<file path="src/ambient_window_cfg.svh">
// Purpose: Offsets, reset values, field positions for the ambient/emitter slice
// Assumes: Byte-wide register file addressed by an 8-bit index
// Notes:   Include once per compilation unit; guard below
`ifndef AMBIENT_WINDOW_CFG_SVH
`define AMBIENT_WINDOW_CFG_SVH

// Register offsets
`define OFS_LOWER_LSB      8'h0B
`define OFS_LOWER_MSB      8'h0C
`define OFS_UPPER_LSB      8'h0D
`define OFS_UPPER_MSB      8'h0E
`define OFS_EMIT_ONE_TWO   8'h0F
`define OFS_EMIT_THREE     8'h10

// Reset values
`define RST_BYTE           8'h00
`define RST_NIBBLE         4'h0
`define RST_WORD           16'h0000

// Emitter current field positions
`define EMIT_TWO_HI        7
`define EMIT_TWO_LO        4
`define EMIT_ONE_HI        3
`define EMIT_ONE_LO        0

// Current code limits
`define CODE_NO_CURRENT    4'h0
`define CODE_MIN_STEP      4'h1
`define CODE_MAX_STEP      4'hF

// Compressed threshold fields and expansion constants
`define CMP_EXP_HI         7
`define CMP_EXP_LO         4
`define CMP_MANT_HI        3
`define CMP_MANT_LO        0
`define CMP_HIDDEN_BIT     5'h1_0
`define CMP_EXP_BIAS       4'h4

`endif

</file>
<file path="src/ambient_window_pkg.sv">
// Purpose: Types shared by the ambient window and emitter current slice
// Assumes: Three emitter outputs
// Notes:   Constants live in ambient_window_cfg.svh
package ambient_window_pkg;

    // Number of emitter outputs
    localparam int EMITTERS = 3;

    // Complete registered state of the slice
    typedef struct packed {
        logic [7:0]  lower_lsb;      // Lower bound, low byte
        logic [7:0]  lower_msb;      // Lower bound, high byte
        logic [7:0]  upper_lsb;      // Upper bound, low byte
        logic [7:0]  upper_msb;      // Upper bound, high byte
        logic [7:0]  emit_one_two;   // Emitter two (hi) and one (lo) codes
        logic [3:0]  emit_three;     // Emitter three code
        logic [7:0]  rdata;          // Read data holding register
        logic        irq;            // Ambient interrupt request pulse
        logic        below;          // Last result fell below lower bound
        logic        above;          // Last result rose above upper bound
        logic [11:0] drive_level;    // Per-emitter step, 4 bits each
        logic [2:0]  drive_on;       // Per-emitter sink enable
    } slice_state_t;

endpackage : ambient_window_pkg

</file>
<file path="src/ambient_window_regs.sv">
// Purpose: Ambient threshold window and emitter current registers
// Assumes: One clock; register port driven by the serial interface engine
// Notes:   Comparison is done here; interrupt status lives outside
//          Bounds are live on every byte write, so the host pauses
//          autonomous measurement while it rewrites a bound
//          Compressed bounds apply only while the revision strap is high
//          Emitter codes reach the drivers two cycles after a write strobe, during proximity phases
//
// Overview of operation
// - Lower bound: 16 bits at 0x0B/0x0C
// - Upper bound: 16 bits at 0x0D/0x0E
// - Window on visible or infrared result
// - Legacy revision: 8-bit compressed bound
// - Bits 7:4 of 0x0F drive emitter two
// - Bits 3:0 of 0x0F drive emitter one
// - Bits 3:0 of 0x10 drive emitter three
// - Code 0 off, 1 minimum, 15 maximum
// - All slice registers reset to zero
`include "ambient_window_cfg.svh"

module ambient_window_regs #(
    parameter int RESULT_W = 16,     // Width of ambient results
    parameter int CODE_W   = 4       // Width of an emitter current code
) (
    // Clock and reset
    input  wire logic                CLK,
    input  wire logic                RESET_N,
    // Register port from the serial interface engine
    input  wire logic [7:0]          REG_ADDR,
    input  wire logic                REG_WR,
    input  wire logic [7:0]          REG_WDATA,
    input  wire logic                REG_RD,
    output logic      [7:0]          REG_RDATA,
    // Revision strap: bounds held in compressed form
    input  wire logic                LEGACY_COMPRESSED,
    // Ambient measurement results
    input  wire logic [RESULT_W-1:0] VISIBLE_LIGHT_RESULT,
    input  wire logic [RESULT_W-1:0] INFRARED_LIGHT_RESULT,
    input  wire logic                RESULT_USE_INFRARED,
    input  wire logic                RESULT_VALID,
    // Window outcome
    output logic                     AMBIENT_IRQ,
    output logic                     AMBIENT_BELOW,
    output logic                     AMBIENT_ABOVE,
    // Proximity measurement phase
    input  wire logic                PROXIMITY_MEASUREMENT,
    // Emitter drive
    output logic [CODE_W-1:0]        EMITTER_ONE_OUTPUT,
    output logic [CODE_W-1:0]        EMITTER_TWO_OUTPUT,
    output logic [CODE_W-1:0]        EMITTER_THREE_OUTPUT,
    output logic [2:0]               EMITTER_ON
);

    // Registered state and its next value
    ambient_window_pkg::slice_state_t state_ff;
    ambient_window_pkg::slice_state_t nxt_state;

    // Effective 16-bit bounds used by the comparator
    logic [15:0] lower_bound;
    logic [15:0] upper_bound;
    // Result chosen for the window
    logic [15:0] chosen_result;
    // Raw codes per emitter
    logic [3:0]  emitter_code [ambient_window_pkg::EMITTERS];
    // Decoded step and enable per emitter
    logic [3:0]  emitter_step [ambient_window_pkg::EMITTERS];
    logic [2:0]  emitter_live;
    // Window outcome of the result presented this cycle
    logic        result_below;
    logic        result_above;

    // Expand an 8-bit compressed bound: hidden bit, 4-bit mantissa,
    // 4-bit exponent biased by four; zero stays zero
    function automatic logic [15:0] expand_bound(input logic [7:0] cmp);
        logic [3:0]  ex;
        logic [20:0] full;
        // Exponent nibble picks the shift, mantissa sits under it
        ex   = cmp[`CMP_EXP_HI:`CMP_EXP_LO];
        full = {16'h0000, `CMP_HIDDEN_BIT | {1'b0,
                cmp[`CMP_MANT_HI:`CMP_MANT_LO]}};
        if (cmp == `RST_BYTE)
        begin
            // A zero byte gives a bound of zero, not the hidden-bit value
            expand_bound = `RST_WORD;
        end
        else if (ex >= `CMP_EXP_BIAS)
        begin
            // Exponent above the bias scales the value up; at the bias it is unchanged
            full = full << (ex - `CMP_EXP_BIAS);
            expand_bound = full[15:0];
        end
        else
        begin
            // Small exponents scale the value down
            full = full >> (`CMP_EXP_BIAS - ex);
            expand_bound = full[15:0];
        end
    endfunction : expand_bound

    // Bound selection: plain word or compressed low byte
    // Legacy mode ignores the high bytes entirely
    always_comb
    begin
        if (LEGACY_COMPRESSED)
        begin
            // Older revisions keep only a compressed byte
            lower_bound = expand_bound(state_ff.lower_lsb);
            upper_bound = expand_bound(state_ff.upper_lsb);
        end
        else
        begin
            // Two bytes form each 16-bit bound
            lower_bound = {state_ff.lower_msb, state_ff.lower_lsb};
            upper_bound = {state_ff.upper_msb, state_ff.upper_lsb};
        end
    end

    // Result source for the window
    always_comb
    begin
        if (RESULT_USE_INFRARED)
        begin
            // Infrared channel feeds the window
            chosen_result = INFRARED_LIGHT_RESULT[15:0];
        end
        else
        begin
            // Visible channel feeds the window
            chosen_result = VISIBLE_LIGHT_RESULT[15:0];
        end
    end

    // Strict compares: a result equal to a bound lies inside the window
    assign result_below = chosen_result < lower_bound;
    assign result_above = chosen_result > upper_bound;

    // Code fields feeding the emitter decoders
    // Emitter three has only a low nibble; the rest is reserved
    assign emitter_code[0] =
        state_ff.emit_one_two[`EMIT_ONE_HI:`EMIT_ONE_LO];
    assign emitter_code[1] =
        state_ff.emit_one_two[`EMIT_TWO_HI:`EMIT_TWO_LO];
    assign emitter_code[2] = state_ff.emit_three;

    // Per-emitter decode: code 0 sinks nothing, 1..15 select a step
    // One decoder per emitter, gated only by the proximity phase
    genvar g;
    generate
        for (g = 0; g < ambient_window_pkg::EMITTERS; g++)
        begin : g_emitter
            // Enabled only for a nonzero code while measuring
            assign emitter_live[g] = PROXIMITY_MEASUREMENT &&
                (emitter_code[g] != `CODE_NO_CURRENT);
            // Step index passed to the driver, zero when idle
            assign emitter_step[g] = emitter_live[g] ?
                emitter_code[g] : `CODE_NO_CURRENT;
        end
    endgenerate

    // Next-state logic for the whole slice
    always_comb
    begin
        nxt_state = state_ff;
        // Fields not touched below keep their held value
        // Host writes; bounds are taken as written, so the host must pause
        // autonomous measurement first or a half-updated bound is seen
        if (REG_WR)
        begin
            case (REG_ADDR)
                `OFS_LOWER_LSB:
                begin
                    // Low byte of the lower bound
                    nxt_state.lower_lsb = REG_WDATA;
                end
                `OFS_LOWER_MSB:
                begin
                    // High byte of the lower bound
                    nxt_state.lower_msb = REG_WDATA;
                end
                `OFS_UPPER_LSB:
                begin
                    // Low byte of the upper bound
                    nxt_state.upper_lsb = REG_WDATA;
                end
                `OFS_UPPER_MSB:
                begin
                    // High byte of the upper bound
                    nxt_state.upper_msb = REG_WDATA;
                end
                `OFS_EMIT_ONE_TWO:
                begin
                    // Both nibbles land together
                    nxt_state.emit_one_two = REG_WDATA;
                end
                `OFS_EMIT_THREE:
                begin
                    // Upper nibble reserved, not stored
                    nxt_state.emit_three =
                        REG_WDATA[`EMIT_ONE_HI:`EMIT_ONE_LO];
                end
                default:
                begin
                    // Writes elsewhere belong to other slices
                end
            endcase
        end
        // Host reads return one cycle later and stand until the next read
        if (REG_RD)
        begin
            case (REG_ADDR)
                `OFS_LOWER_LSB:
                begin
                    nxt_state.rdata = state_ff.lower_lsb;
                end
                `OFS_LOWER_MSB:
                begin
                    nxt_state.rdata = state_ff.lower_msb;
                end
                `OFS_UPPER_LSB:
                begin
                    nxt_state.rdata = state_ff.upper_lsb;
                end
                `OFS_UPPER_MSB:
                begin
                    nxt_state.rdata = state_ff.upper_msb;
                end
                `OFS_EMIT_ONE_TWO:
                begin
                    nxt_state.rdata = state_ff.emit_one_two;
                end
                `OFS_EMIT_THREE:
                begin
                    // Reserved bits read as zero
                    nxt_state.rdata =
                        {`RST_NIBBLE, state_ff.emit_three};
                end
                default:
                begin
                    // Unmapped offsets read zero; other slices answer
                    nxt_state.rdata = `RST_BYTE;
                end
            endcase
        end
        // Window check on each new result
        // The request is a single-cycle pulse; flags hold between results
        nxt_state.irq = 1'b0;
        if (RESULT_VALID)
        begin
            // Flags record which side of the window was crossed
            nxt_state.below = result_below;
            nxt_state.above = result_above;
            // Any crossing raises the request
            nxt_state.irq   = result_below || result_above;
        end
        // Emitter drive follows the codes during proximity phases
        // Registering here keeps decode glitches off the emitter pins
        nxt_state.drive_level = {emitter_step[2], emitter_step[1],
                                 emitter_step[0]};
        nxt_state.drive_on    = emitter_live;
        // Synchronous reset clears everything
        // Reset wins over any write or result in the same cycle
        if (!RESET_N)
        begin
            // Host-visible registers
            nxt_state.lower_lsb    = `RST_BYTE;
            nxt_state.lower_msb    = `RST_BYTE;
            nxt_state.upper_lsb    = `RST_BYTE;
            nxt_state.upper_msb    = `RST_BYTE;
            nxt_state.emit_one_two = `RST_BYTE;
            nxt_state.emit_three   = `RST_NIBBLE;
            // Read data, window flags and emitter drive
            nxt_state.rdata        = `RST_BYTE;
            nxt_state.irq          = 1'b0;
            nxt_state.below        = 1'b0;
            nxt_state.above        = 1'b0;
            nxt_state.drive_level  = {3{`RST_NIBBLE}};
            nxt_state.drive_on     = 3'b000;
        end
    end

    // State register
    // No clock enable: every part of the slice moves on each edge
    always_ff @(posedge CLK)
    begin
        state_ff <= nxt_state;
    end

    // Outputs straight from flip-flops
    assign REG_RDATA            = state_ff.rdata;
    // Window outcome
    assign AMBIENT_IRQ          = state_ff.irq;
    assign AMBIENT_BELOW        = state_ff.below;
    assign AMBIENT_ABOVE        = state_ff.above;
    // Emitter drive, one step code per emitter
    assign EMITTER_ONE_OUTPUT   = state_ff.drive_level[3:0];
    assign EMITTER_TWO_OUTPUT   = state_ff.drive_level[7:4];
    assign EMITTER_THREE_OUTPUT = state_ff.drive_level[11:8];
    assign EMITTER_ON           = state_ff.drive_on;

endmodule : ambient_window_regs

</file>
<file path="config.mk">
export PLATFORM = sky130hd
export DESIGN_NAME = ambient_window_regs
export DESIGN_NICKNAME = d
export VERILOG_FILES = /design/src/ambient_window_pkg.sv /design/src/ambient_window_regs.sv
export VERILOG_INCLUDE_DIRS = /design/src
export SDC_FILE = /design/constraint.sdc
export NUM_CORES = 1
export LEC_CHECK = 0
export ABC_CLOCK_PERIOD_IN_PS = 4000
export BUFFER_PORTS_ARGS = -buffer_cell sky130_fd_sc_hd__buf_2
export CAP_MARGIN = 20
export CORE_MARGIN = 1.5
export CORE_UTILIZATION = 50
export CTS_CLUSTER_SIZE = 8
export DETAILED_ROUTE_END_ITERATION = 10
export PLACE_DENSITY_LB_ADDON = 0.2
export SKIP_LAST_GASP = 1
export SLEW_MARGIN = 20
export SYNTH_ARGS = -nofsm -noshare
export SYNTH_HDL_FRONTEND = slang
export SYNTH_SLANG_ARGS = --single-unit
</file>
<file path="constraint.sdc">
create_clock -name CLK -period 4 [get_ports CLK]
set_input_delay 0.4 -clock CLK [delete_from_list [all_inputs] [get_ports CLK]]
set_output_delay 0.4 -clock CLK [all_outputs]
set_load 0.02 [all_outputs]
</file>
==> Yosys cells after proc, flatten, opt, wreduce, memory -nomap -nowiden <==
Index checks and enable logic that the tools add are counted.
{ "word_totals": {"memories": 0, "ram_bits": 0, "latchBits": 0, "mem_bits_ro": 0, "inputBits": 56, "elab_cells": 59, "reg_bits": 70, "output_inout_bits": 26} }
{ "op_classes": {"n_mul": 0, "n_mux": 8, "n_lt_le_gt_ge": 4, "n_bitwise": 0, "div": 0, "eq_ne": 6, "reduce_logical": 19, "addsub": 4, "shifts": 4} }
{ "ops": {"columns": ["operator", "count"], "rows": [
  ["2-to-1 mux 16 bit", 7],
  ["one-hot mux 8 bit (6 select lines)", 1],
  ["== test 8 x 4 -> 1 bit (second input constant)", 5],
  ["<< shifter 5 x 4 -> 16 bit", 2],
  ["right shift 5 x 4 -> 16 bit", 2],
  ["AND reduction 2 bit", 10],
  ["> comparator 16 bit", 1],
  ["zero test 8 bit", 2],
  ["less-than comparator 16 bit", 1],
  ["nonzero test 4 bit", 3],
  ["== test 8 x 5 -> 1 bit (second input constant)", 1],
  [">= comparator 4 x 3 -> 1 bit (second input constant)", 2],
  ["subtractor 3 x 4 -> 4 bit (first input constant)", 2],
  ["subtractor 4 x 3 -> 4 bit (second input constant)", 2],
  ["logical AND 1 bit", 3],
  ["logical OR 1 bit", 1]
]} }

==> Longest topological paths before layout <==
Gate-level depths: netlist (run 1).
{ "logic_depth": {"depth_word": 7, "ltp_mapped": 14, "ltp_nobuf": 13} }

==> Worst setup path after synthesis (run 1) <==
OpenSTA, ideal clock, no wires.
{ "synth_path": {"path_type": "register -> register", "start": "register state_ff[68] in the netlist's numbering", "end": "register state_ff, in the netlist AMBIENT_IRQ", "required_ns": 3.871, "synth_period_minus_slack_ns": 3.085, "setup_ns": 0.129, "path_buffers": 2, "t_arrival_ns": 2.955, "path_slack_ns": 0.915, "stages_incl_launch_ff": 15, "cell_sequence": "dfxtp_1 -> clkbuf_1 -> clkinv_1 -> ha_1 -> nor2b_1 -> clkbuf_1 -> inv_1 -> o31ai_1 -> o221ai_1 -> ha_1 -> nand2_1 -> a41oi_1 -> o31ai_1 -> a221oi_1 -> o22ai_1"} }
{ "synth_via": {"elab_chain_len": 7, "elab_cells_between_ends": 11, "cone_classes": "2 x add/sub; 2 x order compare; 2 x shift; 3 x mux; 2 x reduce/logical"} }
{ "synth_rtl": {"columns": ["element", "line_no", "rtl"], "rows": [
  ["from (decl)", "ambient_window_regs.sv:55", "ambient_window_pkg::slice_state_t state_ff;"],
  ["from (signal assigned)", "ambient_window_regs.sv:285", "state_ff <= nxt_state;"],
  ["subtractor 3 x 4 -> 4 bit (no line) or subtractor 4 x 3 -> 4 bit (tied branches)", null, null],
  ["right shift 5 x 4 -> 16 bit or << shifter 5 x 4 -> 16 bit (tied branches)", "ambient_window_regs.sv:95, ambient_window_regs.sv:89", null],
  ["2-to-1 mux 16 bit", "ambient_window_regs.sv:86", "else if (ex >= `CMP_EXP_BIAS)"],
  ["2-to-1 mux 16 bit", "ambient_window_regs.sv:81", "if (cmp == `RST_BYTE)"],
  ["2-to-1 mux 16 bit *", "ambient_window_regs.sv:104", "if (LEGACY_COMPRESSED)"],
  ["less-than comparator 16 bit *", "ambient_window_regs.sv:134", "assign result_below = chosen_result < lower_bound;"],
  ["logical OR 1 bit *", "ambient_window_regs.sv:253", "nxt_state.irq = result_below || result_above;"]
]} }
Mark *: on every way between the ends. The rest lies on a longest branch, timed or not.
A chain may end at the register's enable or synchronous reset.

==> Final worst setup path (run 1) <==
{ "layout_path": {"start": "register state_ff[67] in the netlist's numbering", "end": "register state_ff, in the netlist AMBIENT_IRQ"} }
The elaborated chain is that of the path after synthesis.

==> results.sh, run 1 <==
export IMPL_outcome="completed"
export IMPL_cts_sinks=70
export IMPL_antenna_found_initial=0
export IMPL_io_pins=82
export IMPL_post_dp_hpwl_mm=10.8
export IMPL_fin_tns_setup_ns=0
export IMPL_area_delta_synth_final_pct=9.28
export IMPL_fmax_mhz=294
export IMPL_fin_util_pct=57.1
export IMPL_tritoncts="yes"
export IMPL_yosysUniqueCellTypes=59
export IMPL_insertion_delay_ns=0.35
export IMPL_synth_area_per_cell_um2=8.32
export IMPL_fp_dieH_um=105
export IMPL_initial_core_util_pct=52.2
export IMPL_routedWlPerCell_um=17.9
export IMPL_worstMarginPinSlew_ns=0.823
export IMPL_drt_pass1_iterations=5
export IMPL_post_cts_buffers=0
export IMPL_worstPathCellList="inv_1 > ha_1 > nor3_1 > o21ai_0 > o311ai_0 > o211ai_1 > ha_1 > o21a_1 > o211ai_1 > a21o_1 > a221oi_1 > o22ai_1"
export IMPL_wl_met2_mm=6.60
export IMPL_cpPeakStageDelay_ns=0.67
export IMPL_final_cell_mix="buf_2 (81), dfxtp_1 (70), nor2_1 (55)"
export IMPL_dr_wl_met3_um=940
export IMPL_synthFlopType="dfxtp_1"
export IMPL_ys_async_sr_fraction_pct=0
export IMPL_timing_final_crit_share_pct=85.1
export IMPL_syn_instance_count=619
export IMPL_path_max_fanout=17
export IMPL_required_ns=4.21
export IMPL_grtUsageTotal_pct=26.2
export IMPL_fp_row_count=36
export IMPL_syn_nets=714
export IMPL_cp_start_kind="flop"
export IMPL_clockRootBuffer="clkbuf_8"
export IMPL_cts_repair_resize_count=0
export IMPL_hold_viol_final=0
export IMPL_final_common_cell="buf_2"
export IMPL_yosysSeqAreaShare_pct=27.2
export IMPL_die_w_um=105
export IMPL_antenna_left=0
export IMPL_wl_met1_mm=6.46
export IMPL_setup_violations=0
export IMPL_p_leak_uw=0.00219
export IMPL_timing_final_crit_period_ns=3.40
export IMPL_p_per_area_nw_per_um2=267
export IMPL_drt_wl_total_mm=14.2
export IMPL_cap_violations=0
export IMPL_path_clk_slew_ns=0.07
export IMPL_drive_gt1_share_pct=21.2
export IMPL_ir_worst_vdd_v=0.000228
export IMPL_num_antenna_cells=0
export IMPL_cts_hold_fix_buffers=0
export IMPL_placed_cell_area_um2=5430
export IMPL_ys_ff_latch=70
export IMPL_endpoint_kind="flop"
export IMPL_design_core_area_um2=9860
export IMPL_grt_pass1_vias=4484
export IMPL_place_gp_congestion=0.900
export IMPL_netlist_area_um2=5150
export IMPL_final_max_slew_viol_count=0
export IMPL_drc=0
export IMPL_ys_warn_count=0
export IMPL_final_nets=748
export IMPL_synth_edff_count=0
export IMPL_grt_max_degree=51
export IMPL_die_area_um2=10900
export IMPL_io_buffer_count=81
export IMPL_top_layer="met4"
export IMPL_hold_path_class="input pin to flop"
export IMPL_via_per_inst=5.98
export IMPL_crit_type="flop to flop"
export IMPL_cts_made_buffers=9
export IMPL_timing_critical_path_buf_inv=1
export IMPL_design_area_um2=5630
export IMPL_cp_slowest_cell="dfxtp_1"
export IMPL_max_slew_margin_rel_pct=44.7
export IMPL_grt_first_pass_wirelength_mm=22.9
export IMPL_arrival_ns=3.61
export IMPL_htreeDepth=3
export IMPL_grt_setup_unrepaired="false"
export IMPL_skew_ns=0.00753
export IMPL_critPathTopFamily="compound AO/OA/AOI/OAI gates"
export IMPL_grt_ovfl_total=0
export IMPL_drtIter0Drc=295
export IMPL_clockBufferDepth=2
export IMPL_vias=4722
## registers in the layout, indices dropped and copies added (netlist names)
signal / count
EMITTER_THREE_OUTPUT: 4
EMITTER_ON: 3
AMBIENT_BELOW: 1
emitter_code: 12
AMBIENT_IRQ: 1
EMITTER_TWO_OUTPUT: 4
AMBIENT_ABOVE: 1
state_ff: 32
REG_RDATA: 8
EMITTER_ONE_OUTPUT: 4
## stage by stage
stage | std cells | setup slack (ns) | power [uW] | hold WS (ns)
floorplan | 619 | 0.915 | 846 | 0.458
global placement | 775 | 0.776 | 911 | 0.470
detailed placement | 775 | 0.624 | 915 | 0.476
CTS | 790 | 0.603 | 1510 | 0.294
global route | 790 | 0.370 | 1560 | 0.316
finish | 790 | 0.598 | 1500 | 0.308
## final cells by class
class | instances | area (um^2)
fill | 929 | 4240
multi-input combinational | 461 | 3300
sequential | 70 | 1400
timing repair buffer | 91 | 480
tap | 133 | 166
clock buffer | 10 | 128
clock inverter | 5 | 75.1
inverter | 20 | 75.1
## cell families (layout without fill, tap and decap cells)
logic type                 count (synthesis)  in the layout  share of synthesized area, %
DFF                                       70             70                          27.2
AOI/OAI and AO/OA                        155            155                          19.6
and+or+nand+nor                          202            202                          19.7
buffers and inverters                     88            126                          8.67
adders and majority gates                 39             39                          9.47
muxes                                     62             62                          14.9
xor gates and xnor gates                   3              3                         0.510
## power breakdown
part | switching, uW | leakage [uW] | internal [uW]
Combinational | 116 | 0.00152 | 80.5
Clock | 256 | 0.000106 | 344
Sequential | 3.40 | 0.000565 | 702
Total | 375 | 0.00219 | 1130
## final timing paths
check	start	end	slack, ns	cells past startpoint
min	RESULT_VALID	AMBIENT_BELOW$_SDFFE_PN0P_	0.31	2
max reg2reg	state_ff[67]$_SDFFE_PN0P_	AMBIENT_IRQ$_SDFF_PN0_	0.60	12
max	state_ff[67]$_SDFFE_PN0P_	AMBIENT_IRQ$_SDFF_PN0_	0.60	12
min reg2reg	REG_RDATA[1]$_SDFFE_PN0P_	REG_RDATA[1]$_SDFFE_PN0P_	0.48	2
## metal layers
| layer | vias up | global-route usage [%] |
|---|---|---|
| met2 | 164 | 41.5 |
| li1 | 2327 | - |
| met1 | 2214 | 36.6 |
| met4 | 0 | 5.36 |
| met5 | - | 0 |
| met3 | 17 | 5.45 |
## cell usage after synthesis, drive strengths merged (3+ instances only)
master  number  area share [%]
dfxtp       70              27
nor2        55             4.0
nand2       52             3.8
buf         42             5.3
a21oi       41             4.0
ha          39             9.5
mux2i       34             6.6
o21ai       28             2.7
clkbuf      26             1.9
and3        21             2.6
inv         19             1.4
nand3       19             1.8
mux2        18             3.9
a22oi       16             2.3
o22ai       11             1.3
mux4        10             4.4
nor2b       10             1.2
a31oi        9             1.1
nor4         9             1.4
nor3         8             1.0
and2         6            0.73
a211oi       5            0.73
nand4        5            0.61
o211ai       5            0.73
a221oi       4            0.68
a222oi       4            0.78
a311oi       4            0.68
a21o         3            0.44
a41oi        3            0.51
nand2b       3            0.36
nand3b       3            0.44
nor3b        3            0.44
o21a         3            0.44
o221ai       3            0.51
o31ai        3            0.44
or3          3            0.46
(Power assumes the default switching activity.)
==> run 2: changes to the inputs <==
--- a/config.mk
+++ b/config.mk
@@ -14,6 +14,7 @@
 export CTS_CLUSTER_SIZE = 8
 export DETAILED_ROUTE_END_ITERATION = 10
 export PLACE_DENSITY_LB_ADDON = 0.2
+export REMOVE_ABC_BUFFERS = 1
 export SKIP_LAST_GASP = 1
 export SLEW_MARGIN = 20
 export SYNTH_ARGS = -nofsm -noshare
==> constraint.sdc (replaced) <==
create_clock -name CLK -period 4 [get_ports CLK]
set_input_delay 0.4 -clock CLK [delete_from_list [all_inputs] [get_ports CLK]]
set_output_delay 0.4 -clock CLK [all_outputs]
set_load 0.1 [all_outputs]
==> run 2 against run 1 <==
Via count grew 1.1%. Global-route usage shrank 0.57 points. Sequential power about the same. Final area is 0.22% lower. Critical endpoint unchanged. Largest power group unchanged. Hold slack worse by 0.025 ns.
==> results.sh, run 2 (synthesized netlist as in run 1, its figures left out) <==
export IMPL_post_dp_hpwl_mm=10.5
export IMPL_p_leak_uw=0.00217
export IMPL_cp_slowest_cell="dfxtp_1"
export IMPL_holdPathEnd="AMBIENT_BELOW$_SDFFE_PN0P_"
export IMPL_final_max_slew_viol_count=0
export IMPL_whs_path_depth=2
export IMPL_antenna_left=0
export IMPL_critical_path_depth=12
export IMPL_r2r_start="state_ff[67]$_SDFFE_PN0P_"
export IMPL_largest_register_ffs=32
export IMPL_cp_start_kind="flop"
export IMPL_r2r_end="AMBIENT_IRQ$_SDFF_PN0_"
export IMPL_cap_violations=0
export IMPL_grt_first_pass_wirelength_mm=22.6
export IMPL_timing_critical_path_buf_inv=1
export IMPL_path_clk_slew_ns=0.08
export IMPL_fin_tns_setup_ns=0
export IMPL_worstPathCellList="inv_1 > ha_1 > nor3_1 > o21ai_0 > o311ai_0 > o211ai_1 > ha_1 > o21a_1 > o211ai_1 > a21o_1 > a221oi_1 > o22ai_1"
export IMPL_grt_ovfl_total=0
export IMPL_skew_ns=0.0105
export IMPL_vias=4773
export IMPL_ir_worst_vdd_v=0.000242
export IMPL_grt_pass1_vias=4503
export IMPL_insertion_delay_ns=0.35
export IMPL_die_area_um2=10900
export IMPL_worstMarginPinSlew_ns=0.920
export IMPL_final_common_cell="buf_2"
export IMPL_regToRegSetupSlack_ns=0.67
export IMPL_fp_row_count=36
export IMPL_grt_setup_unrepaired="false"
export IMPL_top_register="state_ff"
export IMPL_timing_final_crit_period_ns=3.33
export IMPL_fp_dieH_um=105
export IMPL_fin_util_pct=56.9
export IMPL_arrival_ns=3.52
export IMPL_drive_gt1_share_pct=21.2
export IMPL_post_cts_buffers=0
export IMPL_cts_sinks=70
export IMPL_max_slew_margin_rel_pct=38.6
export IMPL_initial_core_util_pct=52.2
export IMPL_drtIter0Drc=293
export IMPL_grt_max_degree=32
export IMPL_tritoncts="yes"
export IMPL_p_per_area_nw_per_um2=268
export IMPL_design_area_um2=5620
export IMPL_final_nets=747
export IMPL_via_per_inst=6.04
export IMPL_clockRootBuffer="clkbuf_8"
export IMPL_endpoint_kind="flop"
export IMPL_setup_violations=0
export IMPL_fmax_mhz=300
export IMPL_timing_final_crit_share_pct=83.2
export IMPL_cpPeakStageDelay_ns=0.66
export IMPL_worst_r2r_path_depth=12
export IMPL_grtUsageTotal_pct=25.6
export IMPL_place_gp_congestion=0.905
export IMPL_cts_hold_fix_buffers=0
export IMPL_htreeDepth=3
export IMPL_antenna_found_initial=0
export IMPL_cts_made_buffers=9
export IMPL_final_cell_mix="buf_2 (81), dfxtp_1 (70), nor2_1 (55)"
export IMPL_critPathTopFamily="compound AO/OA/AOI/OAI gates"
export IMPL_hold_path_class="input pin to flop"
export IMPL_cts_repair_resize_count=0
export IMPL_routedWlPerCell_um=17.4
export IMPL_drt_wl_total_mm=13.8
export IMPL_num_antenna_cells=0
export IMPL_drc=0
export IMPL_placed_cell_area_um2=5420
export IMPL_required_ns=4.20
export IMPL_area_delta_synth_final_pct=9.04
export IMPL_outcome="completed"
export IMPL_die_w_um=105
export IMPL_power_uw=1500
export IMPL_hold_viol_final=0
export IMPL_crit_type="flop to flop"
export IMPL_io_pins=82
export IMPL_path_max_fanout=17
export IMPL_design_core_area_um2=9860
export IMPL_clockBufferDepth=2
export IMPL_drt_pass1_iterations=5
export IMPL_hp_start="RESULT_VALID"
export IMPL_io_buffer_count=81
-- run 2: changes by cell type in the layout (fill, tap and decap cells not counted), sizes merged --
cell	delta
buf	-1
bufinv	-1
clkinv	-3
clkinvlp	+3
inv	+2
-- run 2: how the worst max path moves through the flow --
| stage | startpoint | to |
|---|---|---|
| 2_1_floorplan | state_ff[68]$_SDFFE_PN0P_ | AMBIENT_IRQ$_SDFF_PN0_ |
| 3_3_place_gp | state_ff[67]$_SDFFE_PN0P_ | AMBIENT_IRQ$_SDFF_PN0_ |
| 3_5_place_dp | state_ff[67]$_SDFFE_PN0P_ | AMBIENT_IRQ$_SDFF_PN0_ |
| 4_1_cts | state_ff[67]$_SDFFE_PN0P_ | AMBIENT_IRQ$_SDFF_PN0_ |
| 5_1_grt | state_ff[68]$_SDFFE_PN0P_ | AMBIENT_IRQ$_SDFF_PN0_ |
| 6_report | state_ff[67]$_SDFFE_PN0P_ | AMBIENT_IRQ$_SDFF_PN0_ |
-- run 2: power by group --
| group | internal (uW) | total, uW | switching (uW) | leakage (uW) |
|---|---|---|---|---|
| registers | 701 | 704 | 2.86 | 0.000565 |
| logic | 80.7 | 224 | 144 | 0.00152 |
| clock network | 292 | 575 | 282 | 0.0000895 |
-- run 2: worst reg2reg max path, stage by stage (launching register included) --
cell	delay, ns
dfxtp_1	0.66
inv_1	0.21
ha_1	0.29
nor3_1	0.13
o21ai_0	0.18
o311ai_0	0.40
o211ai_1	0.16
ha_1	0.33
o21a_1	0.12
o211ai_1	0.08
a21o_1	0.18
a221oi_1	0.32
o22ai_1	0.12
-- run 2: through the flow --
stage / hold WS [ns] / setup slack [ns] / instances
after floorplan: 0.458 / 0.745 / 551
after CTS: 0.266 / 0.694 / 790
final: 0.282 / 0.671 / 790
after detailed placement: 0.467 / 0.722 / 774
after global routing: 0.268 / 0.412 / 790
after global placement: 0.462 / 0.865 / 774
-- run 2: per-layer routing --
metal  vias up  GRT usage, %  share of wire (%)
met2       125          41.6                 48
met5         -             0                  0
li1       2334             -                  -
met3        13          5.26                5.1
met1      2301          34.8                 46
met4         0          5.65                1.4
-- run 2: cell type report --
type	instances	area [um^2]
sequential	70	1400
clock buffer	10	128
inverter	20	75.1
tap	133	166
fill	918	4250
clock inverter	6	70.1
multi-input combinational	461	3300
timing repair buffer	90	473
==> run 3: changes to the inputs <==
--- a/config.mk
+++ b/config.mk
@@ -6,7 +6,7 @@
 export SDC_FILE = /design/constraint.sdc
 export NUM_CORES = 1
 export LEC_CHECK = 0
-export ABC_CLOCK_PERIOD_IN_PS = 4000
+export ABC_CLOCK_PERIOD_IN_PS = 3500
 export BUFFER_PORTS_ARGS = -buffer_cell sky130_fd_sc_hd__buf_2
 export CAP_MARGIN = 20
 export CORE_MARGIN = 1.5
==> constraint.sdc (replaced) <==
create_clock -name CLK -period 3.5 [get_ports CLK]
set_input_delay 0.35 -clock CLK [delete_from_list [all_inputs] [get_ports CLK]]
set_output_delay 0.35 -clock CLK [all_outputs]
set_load 0.1 [all_outputs]
==> run 3 against run 2 <==
Sequential share of layout area fell by 0.21 points. Non-clock buffer count rose by 5. Maximum frequency rose by 4.5%. Largest cell class unchanged. Flip-flop and latch count did not move. Final cell count rose by 0.63%. Final area rose by 0.87%. Highest routed layer unchanged. Critical path type unchanged. Setup slack got worse by 0.36 ns. Critical path depth fell by 1.
==> results.sh, run 3 (synthesized netlist as in run 1, its figures left out) <==
export IMPL_grt_pass1_vias=4596
export IMPL_seqPwrFrac_pct=45.9
export IMPL_fmax_mhz=314
export IMPL_drt_wl_total_mm=14.2
export IMPL_crit_type="flop to flop"
export IMPL_num_antenna_cells=0
export IMPL_cp_start_kind="flop"
export IMPL_cpPeakStageDelay_ns=0.55
export IMPL_outcome="completed"
export IMPL_drt_pass1_iterations=7
export IMPL_fp_row_count=36
export IMPL_tritoncts="yes"
export IMPL_drive_gt1_share_pct=21.9
export IMPL_top_register="state_ff"
export IMPL_max_slew_margin_rel_pct=43.1
export IMPL_drtIter0Drc=321
export IMPL_p_per_area_nw_per_um2=309
export IMPL_final_nets=752
export IMPL_grtUsageTotal_pct=26.4
export IMPL_cts_made_buffers=9
export IMPL_crit_top_cell="ha_1"
export IMPL_cts_repair_resize_count=0
export IMPL_antenna_found_initial=0
export IMPL_path_clk_slew_ns=0.07
export IMPL_io_pins=82
export IMPL_netSwitchingPower_uw=489
export IMPL_power_uw=1750
export IMPL_p_sw_share_pct=27.9
export IMPL_p_comb_share_pct=14.7
export IMPL_grt_first_pass_wirelength_mm=23.1
export IMPL_worstMarginPinSlew_ns=0.846
export IMPL_fillers=911
export IMPL_final_max_slew_viol_count=0
export IMPL_die_w_um=105
export IMPL_largest_register_ffs=32
export IMPL_final_common_cell="buf_2"
export IMPL_io_buffer_count=81
export IMPL_vias=4757
export IMPL_place_gp_congestion=0.921
export IMPL_p_leak_uw=0.00222
export IMPL_routedWlPerCell_um=17.8
export IMPL_clockBufferDepth=2
export IMPL_path_max_fanout=12
export IMPL_worstPathCellList="inv_1 > ha_1 > nor2_1 > and3_1 > a222oi_1 > ha_1 > a21o_1 > a21oi_1 > o211ai_1 > o21ai_0 > o22ai_1"
export IMPL_timing_final_crit_share_pct=91.0
export IMPL_fp_dieH_um=105
export IMPL_regToRegSetupSlack_ns=0.31
export IMPL_grt_setup_unrepaired="false"
export IMPL_cap_violations=0
export IMPL_hold_viol_final=0
export IMPL_area_delta_synth_final_pct=9.98
export IMPL_cts_hold_fix_buffers=0
export IMPL_antenna_left=0
export IMPL_power_frac_clock_pct=39.3
export IMPL_timing_critical_path_buf_inv=1
export IMPL_design_core_area_um2=9860
export IMPL_fin_tns_setup_ns=0
export IMPL_post_cts_buffers=0
export IMPL_grt_max_degree=27
export IMPL_endpoint_kind="flop"
export IMPL_insertion_delay_ns=0.35
export IMPL_drc=0
export IMPL_die_area_um2=10900
export IMPL_clockRootBuffer="clkbuf_8"
export IMPL_grt_ovfl_total=0
export IMPL_via_per_inst=5.98
export IMPL_p_int_uw=1260
export IMPL_final_cell_mix="buf_2 (81), dfxtp_1 (70), nor2_1 (55)"
export IMPL_critPathTopFamily="compound AO/OA/AOI/OAI gates"
export IMPL_initial_core_util_pct=52.2
export IMPL_skew_ns=0.0133
export IMPL_required_ns=3.72
export IMPL_htreeDepth=3
export IMPL_cts_sinks=70
export IMPL_cp_slowest_cell="dfxtp_1"
export IMPL_setup_violations=0
export IMPL_timing_final_crit_period_ns=3.19
export IMPL_post_dp_hpwl_mm=10.8
export IMPL_ir_worst_vdd_v=0.000230
export IMPL_arrival_ns=3.40
export IMPL_hold_path_class="input pin to flop"
[run 3: changes by cell type in the layout (fill, tap and decap cells not counted)]
cell	before	now
clkbuf_1	1	0
clkinv_4	0	2
clkinv_2	0	2
inv_6	2	0
clkbuf_8	9	11
buf_4	9	14
clkinvlp_4	3	0
[run 3: power by group through the flow]
| stage | combinational [uW] | clock (uW) | sequential, uW |
|---|---|---|---|
| global route | 282 | 734 | 805 |
| global placement | 248 | 0 | 823 |
| detailed placement | 254 | 0 | 823 |
| CTS | 255 | 696 | 805 |
| floorplan | 112 | 0 | 861 |
| finish | 258 | 689 | 805 |
[run 3: worst paths after layout]
path | startpoint | endpoint | cells after the start
setup / recovery | state_ff[52]$_SDFFE_PN0P_ | AMBIENT_IRQ$_SDFF_PN0_ | 11
hold / removal | RESULT_VALID | AMBIENT_BELOW$_SDFFE_PN0P_ | 2
setup reg to reg | state_ff[52]$_SDFFE_PN0P_ | AMBIENT_IRQ$_SDFF_PN0_ | 11
hold reg to reg | AMBIENT_ABOVE$_SDFFE_PN0P_ | AMBIENT_ABOVE$_SDFFE_PN0P_ | 2
[run 3: routing by layer]
layer / routed length (um) / GRT usage (%) / vias up
met5: 0 / 0 / -
met4: 276 / 8.23 / 0
met3: 881 / 4.57 / 25
met2: 6620 / 41.7 / 160
met1: 6390 / 36.4 / 2232
li1: - / - / 2340
[run 3: cell type report]
| type | count | area (um^2) | share of cell area, % |
|---|---|---|---|
| Tap cell | 133 | 166 | 2.94 |
| Clock buffer | 11 | 151 | 2.67 |
| Clock inverter | 5 | 57.6 | 1.02 |
| Sequential cell | 70 | 1400 | 24.7 |
| Timing Repair Buffer | 95 | 510 | 9.01 |
| Inverter | 20 | 75.1 | 1.33 |
| Multi-Input combinational cell | 461 | 3300 | 58.3 |
[run 3: per-stage QoR]
step,cells,util [%],worst slack (ns),hold WS [ns],cell area [um^2]
after floorplan,551,-,0.245,0.444,4780
after global placement,779,55.3,0.506,0.455,5460
after detailed placement,779,55.3,0.401,0.468,5460
after CTS,795,57.4,0.389,0.227,5670
after global routing,795,57.4,0.105,0.240,5670
final,795,57.4,0.315,0.235,5670
